File: config.mk
export PLATFORM = sky130hd
export DESIGN_NAME = wras_core
export DESIGN_NICKNAME = d
export VERILOG_FILES = /design/src/wras_core.v /design/src/wras_addr_gen.v
export VERILOG_INCLUDE_DIRS = /design/src
export SDC_FILE = /design/constraint.sdc
export NUM_CORES = 1
export LEC_CHECK = 0
export BUFFER_PORTS_ARGS = -buffer_cell sky130_fd_sc_hd__buf_2
export CORE_ASPECT_RATIO = 0.75
export CORE_UTILIZATION = 30
export CTS_CLUSTER_DIAMETER = 100
export DETAILED_ROUTE_END_ITERATION = 10
export SLEW_MARGIN = 20
export SYNTH_ARGS = -nofsm -noshare
export SYNTH_HDL_FRONTEND = slang
export SYNTH_HIERARCHICAL = 1
export SYNTH_SLANG_ARGS = --single-unit
File: constraint.sdc
create_clock -name aclk -period 2.4 [get_ports aclk]
set_input_delay 0.12 -clock aclk [delete_from_list [all_inputs] [get_ports aclk]]
set_output_delay 0.12 -clock aclk [all_outputs]
set_load 0.02 [all_outputs]
File: src/wras_regs.vh
`ifndef WRAS_REGS_VH
`define WRAS_REGS_VH

// Register indices; the byte address on the bus is four times the index.
`define WRAS_IDX_SLICE_FIRST   8'hD6
`define WRAS_IDX_SLICE_SECOND  8'hD7
`define WRAS_IDX_SP_HIGH       8'hD8
`define WRAS_IDX_SP_LOW        8'hD9
`define WRAS_IDX_STATUS        8'hE0

// Status register fields.
`define WRAS_STAT_BUSY_BIT     0
`define WRAS_STAT_ERR_BIT      1
`define WRAS_STAT_ADDR_LSB     8

// Reset values of the slice pointers.
`define WRAS_RST_SLICE_FIRST   8'hC0
`define WRAS_RST_SLICE_SECOND  8'hC8

// Operand decoding constants.
`define WRAS_WORK_TAG          4'hC
`define WRAS_SET2_BASE         8'hC0

// Operand addressing modes.
`define WRAS_MODE_REG          3'h0
`define WRAS_MODE_IND_REG      3'h1
`define WRAS_MODE_INDEXED      3'h2
`define WRAS_MODE_DIRECT       3'h3
`define WRAS_MODE_IND_ADDR     3'h4
`define WRAS_MODE_RELATIVE     3'h5
`define WRAS_MODE_IMMEDIATE    3'h6
`define WRAS_MODE_WORK4        3'h7

// Stack commands.
`define WRAS_STK_PUSH          3'h0
`define WRAS_STK_POP           3'h1
`define WRAS_STK_CALL          3'h2
`define WRAS_STK_RET           3'h3
`define WRAS_STK_INTR          3'h4
`define WRAS_STK_INTERRUPT_RETURN          3'h5

// AXI responses.
`define WRAS_RESP_OKAY         2'h0
`define WRAS_RESP_SLVERR       2'h2

`endif

File: src/wras_core.v
// Design decision made here: the AXI4-Lite interface to the registers.
`timescale 1ns/10ps
`default_nettype none
`include "wras_regs.vh"

// Summary of operation
// - Direct operands reach set 1 outside C0H-CFH, never set 2.
// - A pair is an even address and the next odd one.
// - Pair high byte at even address, low byte at odd.
// - Reset sets the pointers to slices C0H and C8H.
// - Field bit 3 picks the first (0) or second (1) pointer.
// - Pointer bits 7:3 form address bits 7:3.
// - Field bits 2:0 form address bits 2:0.
// - A register-mode operand with upper nibble 1100B is a working field.
// - For 8-bit working operands bit 3 picks the pointer.
// - Call pushes the program counter; return pops it.
// - Interrupts push counter and flags; interrupt return pops both.
// - Push decrements before writing; pop increments after reading.
// - Stack pointer high byte at D8H, low byte at D9H.
// - Reset leaves the stack pointer alone; software sets the low byte.
// - Low byte wrap carries or borrows into the high byte.
// - Eight operand addressing modes exist.
// - Pointers sit at D6H and D7H, loadable by instructions.
// - Set 2 is reached only by indirect or indexed addressing.
module wras_core (
    input  wire        aclk,
    input  wire        aresetn,
    input  wire [11:0] s_axi_awaddr,
    input  wire [2:0]  s_axi_awprot,
    input  wire        s_axi_awvalid,
    output wire        s_axi_awready,
    input  wire [31:0] s_axi_wdata,
    input  wire [3:0]  s_axi_wstrb,
    input  wire        s_axi_wvalid,
    output wire        s_axi_wready,
    output reg  [1:0]  s_axi_bresp,
    output reg         s_axi_bvalid,
    input  wire        s_axi_bready,
    input  wire [11:0] s_axi_araddr,
    input  wire [2:0]  s_axi_arprot,
    input  wire        s_axi_arvalid,
    output wire        s_axi_arready,
    output reg  [31:0] s_axi_rdata,
    output reg  [1:0]  s_axi_rresp,
    output reg         s_axi_rvalid,
    input  wire        s_axi_rready,
    input  wire        ptr_load_first,
    input  wire        ptr_load_second,
    input  wire [7:0]  ptr_load_data,
    input  wire        acc_valid,
    output wire        acc_ready,
    input  wire [2:0]  acc_mode,
    input  wire [7:0]  acc_field,
    input  wire        acc_pair,
    output reg         acc_done,
    output reg  [7:0]  acc_addr_hi,
    output reg  [7:0]  acc_addr_lo,
    output reg         acc_set2,
    output reg         acc_none,
    output reg         acc_invalid,
    input  wire        stk_valid,
    output wire        stk_ready,
    input  wire [2:0]  stk_cmd,
    input  wire [15:0] stk_pc_in,
    input  wire [7:0]  stk_flags_in,
    input  wire [7:0]  stk_data_in,
    output reg         stk_done,
    output reg  [15:0] stk_pc_out,
    output reg  [7:0]  stk_flags_out,
    output reg  [7:0]  stk_data_out,
    output reg         mem_we,
    output reg         mem_re,
    output reg  [7:0]  mem_addr,
    output reg  [7:0]  mem_wdata,
    input  wire [7:0]  mem_rdata
);

    localparam [5:0] S_IDLE = 6'b000001;
    localparam [5:0] S_PUSH = 6'b000010;
    localparam [5:0] S_RREQ = 6'b000100;
    localparam [5:0] S_RWT  = 6'b001000;
    localparam [5:0] S_RCAP = 6'b010000;
    localparam [5:0] S_FIN  = 6'b100000;

    reg [7:0]  slice_first_reg;
    reg [7:0]  slice_second_reg;
    reg [7:0]  sp_high_reg;
    reg [7:0]  sp_low_reg;
    reg        err_reg;
    reg [7:0]  last_addr_reg;
    reg [5:0]  state_reg;
    reg [2:0]  cmd_reg;
    reg [1:0]  cnt_reg;
    reg [23:0] queue_reg;
    reg [23:0] col_reg;
    reg        aw_hold_reg;
    reg [11:0] aw_addr_reg;
    reg        w_hold_reg;
    reg [7:0]  w_data_reg;
    reg        w_strb_reg;

    wire [7:0]  gen_hi;
    wire [7:0]  gen_lo;
    wire        gen_set2;
    wire        gen_none;
    wire        gen_invalid;
    wire [15:0] sp_full;
    wire [15:0] sp_dec;
    wire [15:0] sp_inc;
    wire        wr_fire;
    wire        wr_lane;
    reg  [31:0] rd_mux;
    reg         rd_hit;

    ////////////////////////////////////////////////////////////////////////////

    function wras_hit;
        input [11:0] addr;
        input [7:0]  idx;
        begin
            wras_hit = (addr[11:10] == 2'h0) && (addr[9:2] == idx);
        end
    endfunction

    // The full 16-bit step lets a low-byte wrap spill into the high byte.
    function [15:0] wras_sp_step;
        input [15:0] sp;
        input        down;
        begin
            if (down) begin
                wras_sp_step = sp - 16'h0001;
            end else begin
                wras_sp_step = sp + 16'h0001;
            end
        end
    endfunction

    assign sp_full = {sp_high_reg, sp_low_reg};
    assign sp_dec  = wras_sp_step(sp_full, 1'b1);
    assign sp_inc  = wras_sp_step(sp_full, 1'b0);

    ////////////////////////////////////////////////////////////////////////////
    // Operand address formation.

    wras_addr_gen u_addr_gen (
        .ptr_first  (slice_first_reg),
        .ptr_second (slice_second_reg),
        .mode       (acc_mode),
        .field      (acc_field),
        .pair       (acc_pair),
        .addr_hi    (gen_hi),
        .addr_lo    (gen_lo),
        .set2       (gen_set2),
        .none       (gen_none),
        .invalid    (gen_invalid)
    );

    assign acc_ready = 1'b1;

    always @(posedge aclk) begin
        if (!aresetn) begin
            acc_done    <= 1'b0;
            acc_addr_hi <= 8'h00;
            acc_addr_lo <= 8'h00;
            acc_set2    <= 1'b0;
            acc_none    <= 1'b0;
            acc_invalid <= 1'b0;
        end else begin
            acc_done <= acc_valid;
            if (acc_valid) begin
                acc_addr_hi <= gen_hi;
                acc_addr_lo <= gen_lo;
                acc_set2    <= gen_set2;
                acc_none    <= gen_none;
                acc_invalid <= gen_invalid;
            end
        end
    end

    ////////////////////////////////////////////////////////////////////////////
    // AXI4-Lite slave. Registers sit in byte lane 0; status also returns the last address in bits 15:8.

    assign s_axi_awready = !aw_hold_reg && !s_axi_bvalid;
    assign s_axi_wready  = !w_hold_reg && !s_axi_bvalid;
    assign s_axi_arready = !s_axi_rvalid;
    assign wr_fire       = aw_hold_reg && w_hold_reg && !s_axi_bvalid;
    assign wr_lane       = wr_fire && w_strb_reg;

    always @(posedge aclk) begin
        if (!aresetn) begin
            aw_hold_reg  <= 1'b0;
            aw_addr_reg  <= 12'h000;
            w_hold_reg   <= 1'b0;
            w_data_reg   <= 8'h00;
            w_strb_reg   <= 1'b0;
            s_axi_bvalid <= 1'b0;
            s_axi_bresp  <= `WRAS_RESP_OKAY;
        end else begin
            if (s_axi_awvalid && s_axi_awready) begin
                aw_hold_reg <= 1'b1;
                aw_addr_reg <= s_axi_awaddr;
            end
            if (s_axi_wvalid && s_axi_wready) begin
                w_hold_reg <= 1'b1;
                w_data_reg <= s_axi_wdata[7:0];
                w_strb_reg <= s_axi_wstrb[0];
            end
            if (wr_fire) begin
                aw_hold_reg  <= 1'b0;
                w_hold_reg   <= 1'b0;
                s_axi_bvalid <= 1'b1;
                if (wras_hit(aw_addr_reg, `WRAS_IDX_SLICE_FIRST) ||
                    wras_hit(aw_addr_reg, `WRAS_IDX_SLICE_SECOND) ||
                    wras_hit(aw_addr_reg, `WRAS_IDX_SP_HIGH) ||
                    wras_hit(aw_addr_reg, `WRAS_IDX_SP_LOW) ||
                    wras_hit(aw_addr_reg, `WRAS_IDX_STATUS)) begin
                    s_axi_bresp <= `WRAS_RESP_OKAY;
                end else begin
                    s_axi_bresp <= `WRAS_RESP_SLVERR;
                end
            end else if (s_axi_bvalid && s_axi_bready) begin
                s_axi_bvalid <= 1'b0;
            end
        end
    end

    always @* begin
        rd_hit = 1'b1;
        rd_mux = 32'h00000000;
        if (wras_hit(s_axi_araddr, `WRAS_IDX_SLICE_FIRST)) begin
            rd_mux[7:0] = slice_first_reg;
        end else if (wras_hit(s_axi_araddr, `WRAS_IDX_SLICE_SECOND)) begin
            rd_mux[7:0] = slice_second_reg;
        end else if (wras_hit(s_axi_araddr, `WRAS_IDX_SP_HIGH)) begin
            rd_mux[7:0] = sp_high_reg;
        end else if (wras_hit(s_axi_araddr, `WRAS_IDX_SP_LOW)) begin
            rd_mux[7:0] = sp_low_reg;
        end else if (wras_hit(s_axi_araddr, `WRAS_IDX_STATUS)) begin
            rd_mux[`WRAS_STAT_BUSY_BIT] = (state_reg != S_IDLE);
            rd_mux[`WRAS_STAT_ERR_BIT]  = err_reg;
            rd_mux[`WRAS_STAT_ADDR_LSB +: 8] = last_addr_reg;
        end else begin
            rd_hit = 1'b0;
        end
    end

    always @(posedge aclk) begin
        if (!aresetn) begin
            s_axi_rvalid <= 1'b0;
            s_axi_rdata  <= 32'h00000000;
            s_axi_rresp  <= `WRAS_RESP_OKAY;
        end else if (s_axi_arvalid && s_axi_arready) begin
            s_axi_rvalid <= 1'b1;
            s_axi_rdata  <= rd_mux;
            s_axi_rresp  <= rd_hit ? `WRAS_RESP_OKAY : `WRAS_RESP_SLVERR;
        end else if (s_axi_rvalid && s_axi_rready) begin
            s_axi_rvalid <= 1'b0;
        end
    end

    ////////////////////////////////////////////////////////////////////////////
    // Slice pointers and status. Instruction loads win over a bus write.

    always @(posedge aclk) begin
        if (!aresetn) begin
            slice_first_reg  <= `WRAS_RST_SLICE_FIRST;
            slice_second_reg <= `WRAS_RST_SLICE_SECOND;
            err_reg          <= 1'b0;
            last_addr_reg    <= 8'h00;
        end else begin
            if (ptr_load_first) begin
                slice_first_reg <= ptr_load_data;
            end else if (wr_lane && wras_hit(aw_addr_reg, `WRAS_IDX_SLICE_FIRST)) begin
                slice_first_reg <= w_data_reg;
            end
            if (ptr_load_second) begin
                slice_second_reg <= ptr_load_data;
            end else if (wr_lane && wras_hit(aw_addr_reg, `WRAS_IDX_SLICE_SECOND)) begin
                slice_second_reg <= w_data_reg;
            end
            // A new fault in the clearing cycle keeps the flag set.
            if (acc_valid && gen_invalid) begin
                err_reg <= 1'b1;
            end else if (wr_lane && wras_hit(aw_addr_reg, `WRAS_IDX_STATUS) &&
                         w_data_reg[`WRAS_STAT_ERR_BIT]) begin
                err_reg <= 1'b0;
            end
            if (acc_valid && !gen_none) begin
                last_addr_reg <= gen_hi;
            end
        end
    end

    ////////////////////////////////////////////////////////////////////////////
    // Stack sequencer. The stack pointer has no reset: its value survives.

    assign stk_ready = (state_reg == S_IDLE);

    always @(posedge aclk) begin
        if (state_reg == S_PUSH) begin
            {sp_high_reg, sp_low_reg} <= sp_dec;
        end else if (state_reg == S_RCAP) begin
            {sp_high_reg, sp_low_reg} <= sp_inc;
        end else if (wr_lane && wras_hit(aw_addr_reg, `WRAS_IDX_SP_HIGH)) begin
            sp_high_reg <= w_data_reg;
        end else if (wr_lane && wras_hit(aw_addr_reg, `WRAS_IDX_SP_LOW)) begin
            sp_low_reg <= w_data_reg;
        end
    end

    always @(posedge aclk) begin
        if (!aresetn) begin
            state_reg     <= S_IDLE;
            cmd_reg       <= `WRAS_STK_PUSH;
            cnt_reg       <= 2'h0;
            queue_reg     <= 24'h000000;
            col_reg       <= 24'h000000;
            stk_done      <= 1'b0;
            stk_pc_out    <= 16'h0000;
            stk_flags_out <= 8'h00;
            stk_data_out  <= 8'h00;
            mem_we        <= 1'b0;
            mem_re        <= 1'b0;
            mem_addr      <= 8'h00;
            mem_wdata     <= 8'h00;
        end else begin
            stk_done <= 1'b0;
            mem_we   <= 1'b0;
            mem_re   <= 1'b0;
            case (state_reg)
                S_IDLE: begin
                    if (stk_valid) begin
                        cmd_reg <= stk_cmd;
                        case (stk_cmd)
                            `WRAS_STK_PUSH: begin
                                queue_reg <= {stk_data_in, 16'h0000};
                                cnt_reg   <= 2'h1;
                                state_reg <= S_PUSH;
                            end
                            `WRAS_STK_CALL: begin
                                // Low byte first leaves the high byte on top of the stack.
                                queue_reg <= {stk_pc_in[7:0], stk_pc_in[15:8], 8'h00};
                                cnt_reg   <= 2'h2;
                                state_reg <= S_PUSH;
                            end
                            `WRAS_STK_INTR: begin
                                queue_reg <= {stk_pc_in[7:0], stk_pc_in[15:8], stk_flags_in};
                                cnt_reg   <= 2'h3;
                                state_reg <= S_PUSH;
                            end
                            `WRAS_STK_POP: begin
                                cnt_reg   <= 2'h1;
                                state_reg <= S_RREQ;
                            end
                            `WRAS_STK_RET: begin
                                cnt_reg   <= 2'h2;
                                state_reg <= S_RREQ;
                            end
                            `WRAS_STK_INTERRUPT_RETURN: begin
                                cnt_reg   <= 2'h3;
                                state_reg <= S_RREQ;
                            end
                            default: begin
                                state_reg <= S_FIN;
                            end
                        endcase
                    end
                end
                S_PUSH: begin
                    mem_we    <= 1'b1;
                    mem_addr  <= sp_dec[7:0];
                    mem_wdata <= queue_reg[23:16];
                    queue_reg <= {queue_reg[15:0], 8'h00};
                    cnt_reg   <= cnt_reg - 2'h1;
                    state_reg <= (cnt_reg == 2'h1) ? S_FIN : S_PUSH;
                end
                S_RREQ: begin
                    mem_re    <= 1'b1;
                    mem_addr  <= sp_low_reg;
                    state_reg <= S_RWT;
                end
                S_RWT: begin
                    state_reg <= S_RCAP;
                end
                S_RCAP: begin
                    col_reg   <= {col_reg[15:0], mem_rdata};
                    cnt_reg   <= cnt_reg - 2'h1;
                    state_reg <= (cnt_reg == 2'h1) ? S_FIN : S_RREQ;
                end
                S_FIN: begin
                    stk_done  <= 1'b1;
                    state_reg <= S_IDLE;
                    if (cmd_reg == `WRAS_STK_POP) begin
                        stk_data_out <= col_reg[7:0];
                    end else if (cmd_reg == `WRAS_STK_RET) begin
                        stk_pc_out <= col_reg[15:0];
                    end else if (cmd_reg == `WRAS_STK_INTERRUPT_RETURN) begin
                        stk_flags_out <= col_reg[23:16];
                        stk_pc_out    <= col_reg[15:0];
                    end
                end
                default: begin
                    state_reg <= S_IDLE;
                end
            endcase
        end
    end

endmodule // wras_core

`default_nettype wire

File: src/wras_addr_gen.v
`timescale 1ns/10ps
`default_nettype none
`include "wras_regs.vh"

module wras_addr_gen (
    input  wire [7:0] ptr_first,
    input  wire [7:0] ptr_second,
    input  wire [2:0] mode,
    input  wire [7:0] field,
    input  wire       pair,
    output reg  [7:0] addr_hi,
    output reg  [7:0] addr_lo,
    output reg        set2,
    output reg        none,
    output reg        invalid
);

    reg       work;
    reg [7:0] ptr;
    reg [7:0] base;

    always @* begin
        work    = (mode == `WRAS_MODE_WORK4) ||
                  ((mode == `WRAS_MODE_REG) && (field[7:4] == `WRAS_WORK_TAG));
        ptr     = field[3] ? ptr_second : ptr_first;
        base    = 8'h00;
        set2    = 1'b0;
        none    = 1'b0;
        invalid = 1'b0;
        if (work) begin
            // Pointer bits 2:0 never reach the address.
            base = {ptr[7:3], field[2:0]};
        end else if (mode == `WRAS_MODE_REG) begin
            base = field;
        end else if ((mode == `WRAS_MODE_IND_REG) || (mode == `WRAS_MODE_INDEXED)) begin
            base = field;
            set2 = (field >= `WRAS_SET2_BASE);
        end else begin
            none = 1'b1;
        end
        if (pair && !none) begin
            invalid = base[0];
            addr_hi = {base[7:1], 1'b0};
            addr_lo = {base[7:1], 1'b1};
        end else begin
            addr_hi = base;
            addr_lo = base;
        end
    end

endmodule // wras_addr_gen

`default_nettype wire

==> flow_metrics.py <==
metrics = {
    "timing": {
        "fin_crit_ns": 2.214,
        "min_period_over_period": 0.9226,
        "fin_setup_tns_ns": 0,
        "slew_violations": 0,
        "max_freq_ghz": 0.4516,
        "fin_skew_ns": 0.01047,
        "hold_viol": 0,
        "setup_viol": 0,
        "rsz0062_at_grt": "no",
        "holdWs_ns": 0.05153,
        "worst_pin_slew_ns": 0.9078,
        "max_slew_margin": 0.3901,
    },
    "yosys": {
        "syn_area_per_cell_um2": 8.695,
        "ys_seq_elements": 212,
        "synth_top_area_frac": 0.4026,
        "syn_area_um2": 9747,
        "synth_top_area_cell": "dfxtp_1",
        "ys_types": 76,
        "synth-main-ff-cell": "dfxtp_1",
        "yosys_warnings": 6,
        "yosysSeqAreaShare": 0.4519,
        "asyncSetResetFlopFracSynth": 0,
        "synth_cells": 1121,
        "yosys-top-cells-area": "dfxtp_1 40%, mux2i_1 8.8%, nand2_1 6.0%",
        "synth-edff-count": 16,
    },
    "worst_setup_path": {
        "path_max_fanout": 10,
        "r2r-start": "sp_low_reg[0]$_DFFE_PP_",
        "cp.required_ns": 2.28,
        "cp_top_family": "buffers and inverters",
        "startpoint": "state_reg[2]$_SDFFE_PN0P_",
        "crit_chain": "nor4_4 > buf_4 > nand2_1 > inv_2 > buf_4 > buf_2",
        "cpPeakStageDelay_ns": 0.42,
        "path_common_cell": "buf_4",
        "path_class": "flop to output port",
        "cpMaxStageDelayCell": "dfxtp_1",
        "critPathBufInv": 4,
        "endpoint_kind": "output port",
        "start_kind": "flop",
        "arrival_ns": 2.09,
    },
    "clock_network": {
        "htreeDepth": 1,
        "cts_tree": "done",
        "cts_buffers": 24,
        "cts_setup_buffers": 0,
        "cts-root-buf": "clkbuf_16",
        "cts_sinks": 212,
        "cts.path.max_buffers": 3,
        "path_clk_slew_ns": 0.06,
        "clock_latency_ns": 0.52,
    },
    "routing": {
        "remaining_drc_errors": 0,
        "drt_iter0_drc": 782,
        "drtPass1Iterations": 5,
        "vias": 9193,
        "routed_wl_um": 30100,
        "post_drt_via_cell_ratio": 5.046,
        "wire_per_inst_um": 16.52,
        "antenna_left": 0,
    },
    "place": {
        "placed_area_um2": 11150,
        "placedCellCount": 1715,
        "gp_congestion": 0.8777,
        "hpwl_um": 21130,
        "portBuffers": 197,
    },
    "global_routing": {
        "antenna_found_initial": 1,
        "gr-usage-all-layers": 0.1730,
        "grt-ovfl-total": 0,
        "grt_max_degree": 67,
        "grt_pass1_vias": 8412,
        "grt_pass1_wl_um": 46170,
    },
    "die": {
        "rows": 56,
        "die_width_um": 210.1,
        "start_util": 0.3084,
        "dieArea_um2": 33220,
        "ios": 254,
        "core-area_um2": 31600,
        "die_h_um": 158.1,
    },
    "worst_hold_path": {
        "hold_path.class": "input pin to flop",
        "hold_start": "acc_field[0]",
    },
    "power": {
        "worst_ir_drop_vdd_mv": 0.4062,
        "p_per_area_nw_per_um2": 711.0,
        "power_leakage_nw": 5.368,
        "power_mw": 8.976,
    },
    "layout": {
        "mostFrequentLayoutCell": "buf_2",
        "nets": 1511,
        "final_cell_count_no_fill": 1822,
        "drive_above_1_share": 0.2193,
        "final_cell_mix": "197 x buf_2, 196 x dfxtp_1, 156 x nand2_1",
        "postLayoutCellArea_um2": 12620,
        "areaGrowthSynthToFinish_pct": 29.51,
    },
    "run": {
        "max-cap-violations": 0,
    },
    "run_status": {
        "status": "finished clean",
    },
}
## power breakdown
part / total (mW) / switching [mW] / internal [mW]
logic: 1.25 / 0.747 / 0.508
clock network: 3.85 / 1.52 / 2.33
registers: 3.87 / 0.140 / 3.73
## worst paths after layout
path,end,slack [ns],cells after the start
worst max register to register,sp_high_reg[6]$_DFFE_PP_,0.20,7
worst min-delay path,acc_invalid$_SDFFE_PN0P_,0.05,4
worst min register to register,s_axi_bresp[1]$_SDFFE_PN0N_,0.45,2
worst max-delay path,stk_ready,0.19,6
## tightest hold or removal path, stage by stage
cell     delay, ns
buf_2         0.11
and3_1        0.14
nand2_1       0.08
a21oi_1       0.06
## timing repair
action / in CTS / in global routing
gates resized for setup: 0 / 3
setup endpoints to repair: 0 / 12
hold endpoints to repair: 68 / 0
hold buffers: 62 / 0
## per-layer routing
metal / wire (µm) / part of all wire / global-route usage
met1: 14380 / 0.48 / 0.2516
met2: 13040 / 0.43 / 0.2627
met3: 2211 / 0.073 / 0.03432
met4: 459 / 0.015 / 0.03580
met5: 0 / 0 / 0
## final cells by class
type | count | area, µm²
fillers | 3186 | 18980
multi-input cells | 811 | 4808
flip-flops and latches | 212 | 4404
repair buffers | 303 | 1962
clock buffers | 38 | 777.0
well taps | 435 | 544.3
clock inverters | 6 | 62.56
inverters | 16 | 62.56
diodes | 1 | 2.502
## synth_stat cells (5+ instances only)
master    count
buf_4        28
nand2_1     156
xor2_1        5
clkbuf_1     52
o31a_1        5
o211ai_1      6
a31oi_1       9
o21ai_0      27
dfxtp_1     196
a211oi_1     13
o22ai_1       7
a22oi_1      12
o32ai_1       8
nand2b_1      8
nor3_1       20
a211o_1       9
and2_1       11
a22o_1       10
a221oi_1     15
nor4_1        5
nor2_1      145
buf_2         8
nor2b_1      10
inv_1        16
mux2i_1      86
a21oi_1     103
nand4_1       6
and3_1        6
edfxtp_1     16
nor4b_1       6
nand3_1      27
## kinds of logic after synthesis
logic type / Yosys count / share of synthesized area
DFF: 212 / 0.4519
muxes: 86 / 0.08832
AOI/OAI and AO/OA: 262 / 0.1779
and+or+nand+nor: 433 / 0.2078
buffers and inverters: 115 / 0.06226
other: 2 / 0.0007705
xor gates and xnor gates: 8 / 0.007189
adders and majority gates: 3 / 0.003852
## per-stage QoR
stage / setup slack [ns] / utilization
floorplan: 0.2439 / -
global placement: 0.2415 / 0.3529
detailed placement: 0.1926 / 0.3529
CTS: 0.08486 / 0.3991
global route: 0.02161 / 0.3994
finish: 0.1859 / 0.3995
Power figures use the tool's default switching activity.
